<file path="config.mk">
export PLATFORM = sky130hd
export DESIGN_NAME = lbus_pins
export DESIGN_NICKNAME = d
export VERILOG_FILES = /design/src/lbus_pkg.sv /design/src/lbus_pins.sv
export SDC_FILE = /design/constraint.sdc
export NUM_CORES = 1
export LEC_CHECK = 0
export ABC_AREA = 0
export BUFFER_PORTS_ARGS = -buffer_cell sky130_fd_sc_hd__clkbuf_2
export CAP_MARGIN = 0
export CORE_AREA = 2 2 109 153
export DETAILED_ROUTE_END_ITERATION = 10
export DIE_AREA = 0 0 111 155
export SYNTH_ARGS = -nofsm -noshare
export SYNTH_HDL_FRONTEND = slang
export SYNTH_SLANG_ARGS = --single-unit
</file>
<file path="constraint.sdc">
create_clock -name mclk -period 2.2 [get_ports mclk]
set_clock_uncertainty 0.15 [all_clocks]
set_input_delay 0.11 -clock mclk [delete_from_list [all_inputs] [get_ports mclk]]
set_output_delay 0.11 -clock mclk [all_outputs]
set_load 0.01 [all_outputs]
</file>
<file path="src/lbus_pkg.sv">
// package for the local bus master pin interface: constants, types, states
package lbus_pkg;

  // ************************************************************
  // widths
  // ************************************************************
  localparam int ADDR_W       = 20;                  // dedicated address width
  localparam int LOW_W        = 8;                   // low muxed byte width
  localparam int HIGH_W       = 8;                   // high byte width
  localparam int CFG_W        = 16;                  // reset configuration width
  localparam int NUM_DRQ      = 2;                   // dma request inputs
  localparam int PS_DIV_W     = 8;                   // power-save divider width

  // ************************************************************
  // clock output selection codes
  // ************************************************************
  localparam logic [1:0] CLK_SEL_FULL  = 2'h0;       // crystal frequency
  localparam logic [1:0] CLK_SEL_SAVE  = 2'h1;       // power-save frequency
  localparam logic [1:0] CLK_SEL_FLOAT = 2'h2;       // three-stated

  // ************************************************************
  // byte-enable encoding positions and values
  // ************************************************************
  localparam logic [1:0] XFER_WORD    = 2'h0;        // ube low, a0 low
  localparam logic [1:0] XFER_HIGH    = 2'h1;        // ube low, a0 high
  localparam logic [1:0] XFER_LOW     = 2'h2;        // ube high, a0 low
  localparam logic [1:0] XFER_REFRESH = 2'h3;        // both high
  localparam int         ENC_UBE_POS  = 1;           // ube bit within code
  localparam int         ENC_A0_POS   = 0;           // a0 bit within code

  // ************************************************************
  // reset values
  // ************************************************************
  localparam logic [CFG_W-1:0] CFG_RESET   = 16'hFFFF; // config register reset
  localparam logic             STRAP_RESET = 1'h1;     // strap seen as floating
  localparam logic [2:0]       SYNC_RESET  = 3'h0;     // synchroniser reset

  // ************************************************************
  // cycle kinds
  // ************************************************************
  typedef enum logic [1:0] {
    KIND_MEM,
    KIND_IO,
    KIND_INTA,
    KIND_IDLE
  } cyc_kind_t;

  // ************************************************************
  // bus cycle states
  // ************************************************************
  typedef enum logic [2:0] {
    ST_IDLE,
    ST_T1,
    ST_T2,
    ST_T3,
    ST_TW,
    ST_T4
  } bus_state_t;

  // ************************************************************
  // request from the core to the pin logic
  // ************************************************************
  typedef struct packed {
    logic [ADDR_W-1:0] addr;       // full address
    logic [1:0]        xfer;       // byte-enable code
    logic              write;      // 1 send, 0 receive
    cyc_kind_t         kind;       // memory, io, inta
    logic              region_hit; // lower or upper region select active
    logic              da_bit;     // disable-address bit of that region
    logic [15:0]       wdata;      // write data
  } bus_req_t;

endpackage

</file>
<file path="src/lbus_pins.sv">
// local bus master pin logic: bus cycle sequencing and pin drivers
// Contract
// - address pins lead muxed bus half clock (here both load on the edge that enters t1)
// - address pins float in hold or reset
// - low muxed pins: address t1, data t2-t4
// - inactive byte write floats that data byte
// - muxed pins float in hold and reset
// - muxed pins loaded into config at reset
// - byte-wide high address valid t1-t4
// - strobe pulses with address, floats only test
// - async ready high means ready, else sync
// - ube and a0 encode transfer type
// - ube driven t1 through t3 and waits
// - strap sampled at reset release gates address
// - low strap forces status pins normal
// - byte-wide high address ignores disable bit
// - first clock out full, save or float
// - second clock out likewise selected
// - transceiver enable in cycles, drops on direction
// - dma requests synchronized, level sensitive
// - direction high send, low receive, floats
//
// Implementation choices: strobed register access and the address map.
module lbus_pins
  import lbus_pkg::*;
#(
  parameter int BYTE_WIDE = 1            // 1 byte-wide variant, 0 word-wide
)
(
  input  wire logic                mclk,                 // internal clock
  input  wire logic                rst_b,                // async reset, active low
  input  wire bus_req_t            req,                  // pending request
  input  wire logic                req_valid,            // request waiting
  output logic                     req_done_ff,          // cycle finished pulse
  output logic [15:0]              rdata_ff,             // read data
  input  wire logic                hold_grant,           // bus hold granted
  input  wire logic                all_float_test_mode,  // pins with an enable float, except the clocks
  input  wire logic [1:0]          power_save_ctl,       // clock out select
  input  wire logic [PS_DIV_W-1:0] ps_divisor,           // power-save halves
  input  wire logic                async_ready_in,       // async ready pin
  input  wire logic                sync_ready_in,        // sync ready pin
  input  wire logic [NUM_DRQ-1:0]  dma_request_in,       // dma request pins
  output logic [NUM_DRQ-1:0]       dma_req_sync_ff,      // synchronized requests
  input  wire logic                addr_phase_strap_n,   // strap level
  output logic                     status_normal_ff,     // status pins forced normal
  output logic [CFG_W-1:0]         reset_cfg_ff,         // reset configuration
  output logic [ADDR_W-1:0]        addr_out_ff,          // dedicated address
  output logic                     addr_out_oe_ff,       // its enable
  input  wire logic [LOW_W-1:0]    muxed_addr_data_low_i,// low pins in
  output logic [LOW_W-1:0]         muxed_addr_data_low_o_ff, // low pins out
  output logic                     muxed_addr_data_low_oe_ff, // low enable
  input  wire logic [HIGH_W-1:0]   muxed_addr_data_high_i,   // high pins in
  output logic [HIGH_W-1:0]        muxed_addr_data_high_o_ff,// high pins out
  output logic                     muxed_addr_data_high_oe_ff,// high enable
  output logic                     addr_strobe_ff,       // address strobe
  output logic                     addr_strobe_oe_ff,    // strobe enable
  output logic                     upper_byte_enable_n_ff, // ube
  output logic                     upper_byte_enable_oe_ff,// ube enable
  output logic                     low_byte_write_n_ff,  // low write strobe
  output logic                     high_byte_write_n_ff, // high write strobe
  output logic                     transceiver_enable_n_ff, // den
  output logic                     transceiver_enable_oe_ff,// den enable
  output logic                     transfer_direction_ff,  // dt/r
  output logic                     transfer_direction_oe_ff,// dt/r enable
  output logic                     sys_clock_out_first_ff,  // first clock
  output logic                     sys_clock_out_first_oe_ff,// its enable
  output logic                     sys_clock_out_second_ff, // second clock
  output logic                     sys_clock_out_second_oe_ff // its enable
);

  // ************************************************************
  // functions
  // ************************************************************
  // true when a three-stage sample settled high
  function automatic logic settled_high(input logic [2:0] s);
    settled_high = s[1] & s[2];
  endfunction

  // true when a three-stage sample settled low
  function automatic logic settled_low(input logic [2:0] s);
    settled_low = ~s[1] & ~s[2];
  endfunction

  // ************************************************************
  // state
  // ************************************************************
  bus_state_t          state_ff;        // bus cycle state
  bus_state_t          nxt_state;       // next state
  bus_req_t            cur_ff;          // request in flight
  logic [2:0]          async_ready_in_s_ff;       // async ready sampler
  logic                async_ready_in_lvl_ff;     // filtered async ready
  logic [2:0]          drq_s_ff [NUM_DRQ]; // dma samplers
  logic [2:0]          strap_s_ff;      // strap sampler
  logic                strap_lvl_ff;    // filtered strap
  logic                cfg_done_ff;     // strap and config captured
  logic                strap_n_ff;      // captured strap
  logic [PS_DIV_W-1:0] ps_cnt_ff;       // power-save divider
  logic                ps_clk_ff;       // divided clock
  logic                half_ff;         // half-period phase of output clock
  logic                last_dir_ff;     // direction of last cycle

  // ************************************************************
  // decode
  // ************************************************************
  wire logic ready_now;                 // selected ready
  wire logic addr_phase_on;             // muxed address phase shown
  wire logic pins_float;                // hold or test-mode float
  wire logic in_data_phase;             // t2, t3, tw, t4
  wire logic bus_active;                // any cycle state
  wire logic start_cycle;               // t1 taken
  wire logic dir_change;                // direction flips at t1

  // async high always ready, else sync ready decides
  assign ready_now     = async_ready_in_lvl_ff | sync_ready_in;
  // low strap forces address; high follows the region disable bit
  assign addr_phase_on = ~strap_n_ff | ~(req.region_hit & req.da_bit);
  assign pins_float    = hold_grant | all_float_test_mode;
  assign in_data_phase = (state_ff == ST_T2) | (state_ff == ST_T3) |
                         (state_ff == ST_TW) | (state_ff == ST_T4);
  assign bus_active    = (state_ff != ST_IDLE);
  assign start_cycle   = (state_ff == ST_IDLE) & req_valid & ~hold_grant & cfg_done_ff;
  assign dir_change    = start_cycle & (req.write != last_dir_ff);

  // ************************************************************
  // bus cycle sequence
  // ************************************************************
  // t1, t2, t3, waits while not ready, then t4
  always_comb begin
    nxt_state = state_ff;
    case (state_ff)
      ST_IDLE: if (start_cycle) nxt_state = ST_T1;
      ST_T1:   nxt_state = ST_T2;
      ST_T2:   nxt_state = ST_T3;
      ST_T3:   nxt_state = ready_now ? ST_T4 : ST_TW;
      ST_TW:   nxt_state = ready_now ? ST_T4 : ST_TW;
      ST_T4:   nxt_state = ST_IDLE;
      default: nxt_state = ST_IDLE;
    endcase
  end

  // state and request capture
  always_ff @(posedge mclk or negedge rst_b) begin
    if (!rst_b) begin
      state_ff    <= ST_IDLE;
      cur_ff      <= '0;
      last_dir_ff <= 1'h0;
    end else begin
      state_ff <= nxt_state;
      if (start_cycle) begin
        cur_ff      <= req;
        last_dir_ff <= req.write;
      end
    end
  end

  // completion pulse and read data capture
  always_ff @(posedge mclk or negedge rst_b) begin
    if (!rst_b) begin
      req_done_ff <= 1'h0;
      rdata_ff    <= 16'h0000;
    end else begin
      req_done_ff <= (state_ff == ST_T4);
      if (state_ff == ST_T4 && !cur_ff.write)
        rdata_ff <= {muxed_addr_data_high_i, muxed_addr_data_low_i};
    end
  end

  // ************************************************************
  // input samplers
  // ************************************************************
  // three-stage samplers; stage one feeds stage two only
  always_ff @(posedge mclk or negedge rst_b) begin
    if (!rst_b) begin
      async_ready_in_s_ff   <= SYNC_RESET;
      async_ready_in_lvl_ff <= 1'h0;
      for (int i = 0; i < NUM_DRQ; i++) drq_s_ff[i] <= SYNC_RESET;
      dma_req_sync_ff <= '0;
    end else begin
      async_ready_in_s_ff  <= {async_ready_in_s_ff[1:0], async_ready_in};
      // rise and fall both accepted only once settled in stages two and three
      if (settled_high(async_ready_in_s_ff)) async_ready_in_lvl_ff <= 1'h1;
      else if (settled_low(async_ready_in_s_ff)) async_ready_in_lvl_ff <= 1'h0;
      for (int i = 0; i < NUM_DRQ; i++) begin
        drq_s_ff[i] <= {drq_s_ff[i][1:0], dma_request_in[i]};
        // level only, follows the pin, nothing latched
        if (settled_high(drq_s_ff[i])) dma_req_sync_ff[i] <= 1'h1;
        else if (settled_low(drq_s_ff[i])) dma_req_sync_ff[i] <= 1'h0;
      end
    end
  end

  // strap sampler has no reset: it must settle while reset is held
  always_ff @(posedge mclk) begin
    strap_s_ff <= {strap_s_ff[1:0], addr_phase_strap_n};
    if (settled_high(strap_s_ff)) strap_lvl_ff <= 1'h1;
    else if (settled_low(strap_s_ff)) strap_lvl_ff <= 1'h0;
  end

  // ************************************************************
  // reset-release capture
  // ************************************************************
  // first edge after release: strap and muxed pins captured
  always_ff @(posedge mclk or negedge rst_b) begin
    if (!rst_b) begin
      cfg_done_ff      <= 1'h0;
      strap_n_ff       <= STRAP_RESET;
      status_normal_ff <= 1'h0;
      reset_cfg_ff     <= CFG_RESET;
    end else if (!cfg_done_ff) begin
      cfg_done_ff      <= 1'h1;
      strap_n_ff       <= strap_lvl_ff;
      status_normal_ff <= ~strap_lvl_ff;
      reset_cfg_ff     <= {muxed_addr_data_high_i, muxed_addr_data_low_i};
    end
  end

  // ************************************************************
  // clock outputs
  // ************************************************************
  // power-save divider and half-period phase
  always_ff @(posedge mclk or negedge rst_b) begin
    if (!rst_b) begin
      ps_cnt_ff <= '0;
      ps_clk_ff <= 1'h0;
      half_ff   <= 1'h0;
    end else begin
      half_ff <= ~half_ff;
      if (ps_cnt_ff >= ps_divisor) begin
        ps_cnt_ff <= '0;
        ps_clk_ff <= ~ps_clk_ff;
      end else begin
        ps_cnt_ff <= ps_cnt_ff + 1'b1;
      end
    end
  end

  // clock pins keep running through hold; reset holds them low and driven
  always_ff @(posedge mclk or negedge rst_b) begin
    if (!rst_b) begin
      sys_clock_out_first_ff     <= 1'h0;
      sys_clock_out_first_oe_ff  <= 1'h1;
      sys_clock_out_second_ff    <= 1'h0;
      sys_clock_out_second_oe_ff <= 1'h1;
    end else begin
      sys_clock_out_first_ff     <= (power_save_ctl == CLK_SEL_SAVE) ? ps_clk_ff : ~half_ff;
      sys_clock_out_first_oe_ff  <= (power_save_ctl != CLK_SEL_FLOAT);
      sys_clock_out_second_ff    <= (power_save_ctl == CLK_SEL_SAVE) ? ps_clk_ff : ~half_ff;
      sys_clock_out_second_oe_ff <= (power_save_ctl != CLK_SEL_FLOAT);
    end
  end

  // ************************************************************
  // address and control pins
  // ************************************************************
  // dedicated address set with the request, on the same edge that enters t1
  always_ff @(posedge mclk or negedge rst_b) begin
    if (!rst_b) begin
      addr_out_ff    <= '0;
      addr_out_oe_ff <= 1'h0;
    end else begin
      if (start_cycle) addr_out_ff <= req.addr;
      addr_out_oe_ff <= ~pins_float;
    end
  end

  // strobe, ube, write strobes, den, dt/r
  always_ff @(posedge mclk or negedge rst_b) begin
    if (!rst_b) begin
      addr_strobe_ff           <= 1'h0;
      addr_strobe_oe_ff        <= 1'h1;
      upper_byte_enable_n_ff   <= 1'h1;
      upper_byte_enable_oe_ff  <= 1'h0;
      low_byte_write_n_ff      <= 1'h1;
      high_byte_write_n_ff     <= 1'h1;
      transceiver_enable_n_ff  <= 1'h1;
      transceiver_enable_oe_ff <= 1'h0;
      transfer_direction_ff    <= 1'h0;
      transfer_direction_oe_ff <= 1'h0;
    end else begin
      // pulse during t1 only; strobe floats only in the test mode
      addr_strobe_ff    <= start_cycle;
      addr_strobe_oe_ff <= ~all_float_test_mode;
      // ube during t1 to t3 and waits
      if (start_cycle)
        upper_byte_enable_n_ff <= req.xfer[ENC_UBE_POS];
      else if (nxt_state == ST_T4 || nxt_state == ST_IDLE)
        upper_byte_enable_n_ff <= 1'h1;
      upper_byte_enable_oe_ff <= ~pins_float;
      // byte write strobes during t2, t3 and waits of writes
      low_byte_write_n_ff  <= ~((nxt_state == ST_T2 || nxt_state == ST_T3 || nxt_state == ST_TW) &
                               cur_ff.write & ~cur_ff.xfer[ENC_A0_POS]);
      high_byte_write_n_ff <= ~((nxt_state == ST_T2 || nxt_state == ST_T3 || nxt_state == ST_TW) &
                               cur_ff.write & ~cur_ff.xfer[ENC_UBE_POS]);
      // direction: high send, low receive
      if (start_cycle) transfer_direction_ff <= req.write;
      transfer_direction_oe_ff <= ~pins_float;
      // enable in memory, io, inta; dropped on a direction flip
      if (dir_change)
        transceiver_enable_n_ff <= 1'h1;
      else
        transceiver_enable_n_ff <= ~((nxt_state == ST_T2 || nxt_state == ST_T3 ||
                                      nxt_state == ST_TW || nxt_state == ST_T4) &
                                     (cur_ff.kind != KIND_IDLE));
      transceiver_enable_oe_ff <= ~pins_float;
    end
  end

  // ************************************************************
  // multiplexed pins
  // ************************************************************
  // low byte: address in t1 then data; floats in hold
  always_ff @(posedge mclk or negedge rst_b) begin
    if (!rst_b) begin
      muxed_addr_data_low_o_ff   <= '0;
      muxed_addr_data_low_oe_ff  <= 1'h0;
      muxed_addr_data_high_o_ff  <= '0;
      muxed_addr_data_high_oe_ff <= 1'h0;
    end else if (pins_float) begin
      muxed_addr_data_low_oe_ff  <= 1'h0;
      muxed_addr_data_high_oe_ff <= 1'h0;
    end else if (nxt_state == ST_T1) begin
      // muxed bit zero carries the encoded a0 for refresh detection
      muxed_addr_data_low_o_ff  <= {req.addr[LOW_W-1:1], req.xfer[ENC_A0_POS]};
      muxed_addr_data_low_oe_ff <= addr_phase_on;
      muxed_addr_data_high_o_ff <= req.addr[LOW_W+HIGH_W-1:LOW_W];
      // byte-wide high pins always address
      muxed_addr_data_high_oe_ff <= (BYTE_WIDE != 0) | addr_phase_on;
    end else if (in_data_phase || nxt_state == ST_T2) begin
      muxed_addr_data_low_o_ff  <= cur_ff.wdata[LOW_W-1:0];
      muxed_addr_data_low_oe_ff <= ~low_byte_write_n_ff | (nxt_state == ST_T2 &&
                                   cur_ff.write && !cur_ff.xfer[ENC_A0_POS]);
      if (BYTE_WIDE != 0) begin
        muxed_addr_data_high_oe_ff <= 1'h1;
      end else begin
        muxed_addr_data_high_o_ff  <= cur_ff.wdata[15:8];
        muxed_addr_data_high_oe_ff <= ~high_byte_write_n_ff | (nxt_state == ST_T2 &&
                                      cur_ff.write && !cur_ff.xfer[ENC_UBE_POS]);
      end
      if (nxt_state == ST_IDLE) begin
        muxed_addr_data_low_oe_ff  <= 1'h0;
        muxed_addr_data_high_oe_ff <= 1'h0;
      end
    end else begin
      muxed_addr_data_low_oe_ff  <= 1'h0;
      muxed_addr_data_high_oe_ff <= 1'h0;
    end
  end
endmodule

</file>
==> Implementation_results.wiki <==
{| class="wikitable"
! Metric !! Value
|-
| GRT Total Usage || 0.145
|-
| Starting Density || 0.312
|-
| Critical path arrival || 2.11 ns
|-
| Most Used Layer, Global Route || met2
|-
| Commonest cells after routing, fill and taps aside || clkbuf_2 (158), nand2_1 (108), dfrtp_1 (98)
|-
| Final GP Congestion || 0.751
|-
| # diodes || 0
|-
| Floorplan Core Area || 15900 um2
|-
| Seq/Total Area, Yosys || 0.633
|-
| Power, Total || 8.91 mW
|-
| Number of clock buffers inserted by TritonCTS || 17
|-
| CP max stage delay || 0.46 ns
|-
| Antenna Nets Post-Route || 0
|-
| Vias in the first global route || 4050
|-
| Setup repair after global routing missed its margin || false
|-
| Worst ir drop on vdd || 624 uV
|-
| Most common cell after layout, fill and taps aside || clkbuf_2
|-
| Distinct cells, synth || 41
|-
| Sequential share of power || 0.412
|-
| Rows || 55
|-
| Flip-flop and latch count after synthesis || roughly 130
|-
| Post-synthesis to final-layout area growth || 45.0%
|-
| Cell with the largest stage delay on the worst path || a2111oi_2
|-
| Post-CTS setup buffer count || 0
|-
| Met1 track demand over resource || 0.158
|-
| Type of origin of the critical path || flop
|-
| Cell Pwr Density || approximately 1200 nW/um2
|-
| DP HPWL || 8.09 mm
|-
| CTS tree || done
|-
| Netlist area before placement || 4960 um2
|-
| Path type of the worst setup path || reg -> reg
|-
| Post-Syn Instances || between 400 and 500
|-
| Utilization after layout || 0.452
|-
| Endpoints failing setup || 0
|-
| Number of design rule violations left after detail routing || 0
|-
| Total clock sinks || 125
|-
| Hold Violations, Final || 0
|-
| GRT met2 Usage || 0.260
|-
| NumNets Final || 727
|-
| Clock group share of total power || 0.314
|-
| Via density || 4.41
|-
| Max Fclk || 500 MHz
|-
| Total negative slack for setup checks || 0 ns
|-
| Grt ovf || 0
|-
| Number of detailed-route iterations in the first pass || 5
|-
| Result of the run || finished clean
|-
| Total nets after synthesis || 497
|-
| Minimum clock period after layout || ~2 ns
|-
| Total Wirelength || 11.7 mm
|-
| Via count of the routed design || 3742
|-
| Slew headroom || 0.577
|-
| Crit share post-route || 0.909
|-
| Switching power share of the total || 0.311
|-
| Cell breakdown of the critical path || inv_1 > ha_1 > nand2b_1 > a2111oi_2 > o41ai_4 > xor2_1
|-
| GR met3 Demand/Resource || 0.0417
|-
| CTS clk-pin slew, worst paths || around 0.06 ns
|-
| Net switching power figure || 2.77 mW
|-
| Internal power || ~6.1 mW
|-
| Data required time at the worst endpoint || roughly 2.3 ns
|-
| H-tree depth reported by CTS || 4
|-
| Placement-stage cell area || 5960 um2
|-
| Final Instance Area || 7190 um2
|-
| Final routed wire length divided by cell count || ~14 um
|-
| Share of layout cells above drive strength 1 || 0.414
|-
| Die extent in x || 111 um
|-
| Number of I/O pins || about 170
|-
| Worst Path Max Fanout || 9
|-
| Root Buffer Master || clkbuf_16
|-
| Hold Path Class || in -> async
|-
| Largest net degree at the start of global routing || 58
|-
| Maxcap violations || 0
|-
| Antenna violations before repair || 0
|-
| CP Capture Type || flop
|-
| Worst slew pin tran || 0.632 ns
|-
| Final max-slew violation count || 0
|-
| Later-pin clock latency in the skew report || 0.40 ns
|-
| Synth warnings || 0
|-
| Die footprint || 17200 um2
|-
| Initial DRC Count || 135
|-
| Syn_area_per_cell || 12.2 um2
|-
| Number of buffers on the longest clock path || 2
|-
| Wire length of the first global-routing pass || approximately 20 mm
|-
| Combinational Power Share || 0.274
|-
| Number of input and output port buffers inserted || ~160
|-
| Leakage dissipation || approximately 3.6 nW
|-
| Floorplan die height || ~160 um
|}
## stage by stage
stage / setup slack [ns] / cells / hold slack (ns)
6_report: 0.201 / 848 / 0.0577
5_1_grt: 0.0487 / 848 / 0.0870
4_1_cts: 0.171 / 848 / 0.0674
3_5_place_dp: 0.174 / 753 / -0.0344
3_3_place_gp: 0.193 / 753 / -0.0423
2_1_floorplan: 0.300 / 406 / -0.336
## cell type report
class / instances / area (um2)
timing repair buffer: 230 / 1530
clock buffer: 23 / 458
sequential: 125 / 3140
tap: 199 / 249
fill: 1451 / 8710
inverter: 14 / 52.6
multi-input combinational: 248 / 1630
clock inverter: 9 / 140
## logic make-up after synthesis
logic type	Yosys count	share of synthesized area
AO/OA/AOI/OAI	29	0.0432
XOR/XNOR	8	0.0141
adder cells (fa/ha/maj)	13	0.0323
buffers and inverters	33	0.0391
flip-flops	125	0.633
multiplexers	44	0.107
other	1	0.000756
AND/OR/NAND/NOR	153	0.130
## flip-flops by register name, indices dropped and copies added (netlist names), 2 cells and up
name and flops:
muxed_addr_data_high_o_ff 8, state_ff 3, async_ready_in_s_ff 3, cur_ff 12, drq_s_ff 6, strap_s_ff 3
rdata_ff 16, dma_req_sync_ff 2, muxed_addr_data_low_o_ff 8, ps_cnt_ff 8, reset_cfg_ff 16, addr_out_ff 20
## worst paths after layout
path / slack, ns / endpoint / cells past startpoint / from
min in group mclk: 0.16 / ps_cnt_ff[1] / 7 / ps_divisor[7]
max: 0.20 / ps_clk_ff / 6 / ps_cnt_ff[0]
max in group asynchronous: 1.10 / addr_strobe_oe_ff / 3 / rst_b
max reg2reg: 0.20 / ps_clk_ff / 6 / ps_cnt_ff[0]
min reg2reg: 0.18 / strap_s_ff[1] / 0 / strap_s_ff[0]
min: 0.06 / muxed_addr_data_high_o_ff[6] / 2 / rst_b
## routing by layer
layer	vias to the layer above	wire length, um
met1	1812	4690
met5	-	0
met3	21	622
met2	117	6160
met4	0	261
li1	1792	-
## power groups by stage
| stage | Sequential [mW] | Combinational [mW] | Clock, mW |
|---|---|---|---|
| 2_1_floorplan | 3.82 | 1.24 | 0 |
| 3_3_place_gp | 3.66 | 2.31 | 0 |
| 3_5_place_dp | 3.70 | 2.38 | 0 |
| 4_1_cts | 3.67 | 2.48 | 2.89 |
| 5_1_grt | 3.77 | 2.73 | 2.99 |
| 6_report | 3.67 | 2.44 | 2.80 |
## cell usage after synthesis (all sizes together)
library cell,n,area share
xor2,6,0.011
mux2,44,0.11
a2111oi,1,0.0030
o41ai,1,0.0056
nand2,109,0.083
maj3,1,0.0020
nand3b,2,0.0030
o21bai,1,0.0015
a31oi,8,0.010
nand4,1,0.0013
o21a,3,0.0045
o22ai,1,0.0013
clkbuf,2,0.0015
nor3,1,0.0033
buf,17,0.027
dfxtp,4,0.016
a21oi,5,0.0058
dfstp,23,0.12
o21ai,6,0.0061
inv,14,0.011
conb,1,0.00076
and3b,2,0.0035
dfrtp,98,0.49
nor2b,2,0.0040
o31a,1,0.0018
and3,3,0.0038
a211o,1,0.0018
nand3,8,0.0091
xnor2,2,0.0035
o32ai,1,0.0018
nand2b,1,0.0013
nor2,24,0.018
ha,12,0.030
## worst max-delay path, delay by kind of cell, from the launching register on
family,cells,cell delay (ns)
and+or+nand+nor,1,0.15
xor gates and xnor gates,1,0.17
AOI/OAI and AO/OA,2,0.65
buffers and inverters,1,0.06
DFF,1,0.41
adders and majority gates,1,0.26
## what timing repair did
| item | 4_1_cts | 5_1_grt |
|---|---|---|
| resized for setup | 0 | 0 |
| hold buffers | 63 | 0 |
| hold endpoints to repair | 180 | 0 |
Note: power is estimated with default switching activity, not from simulation.
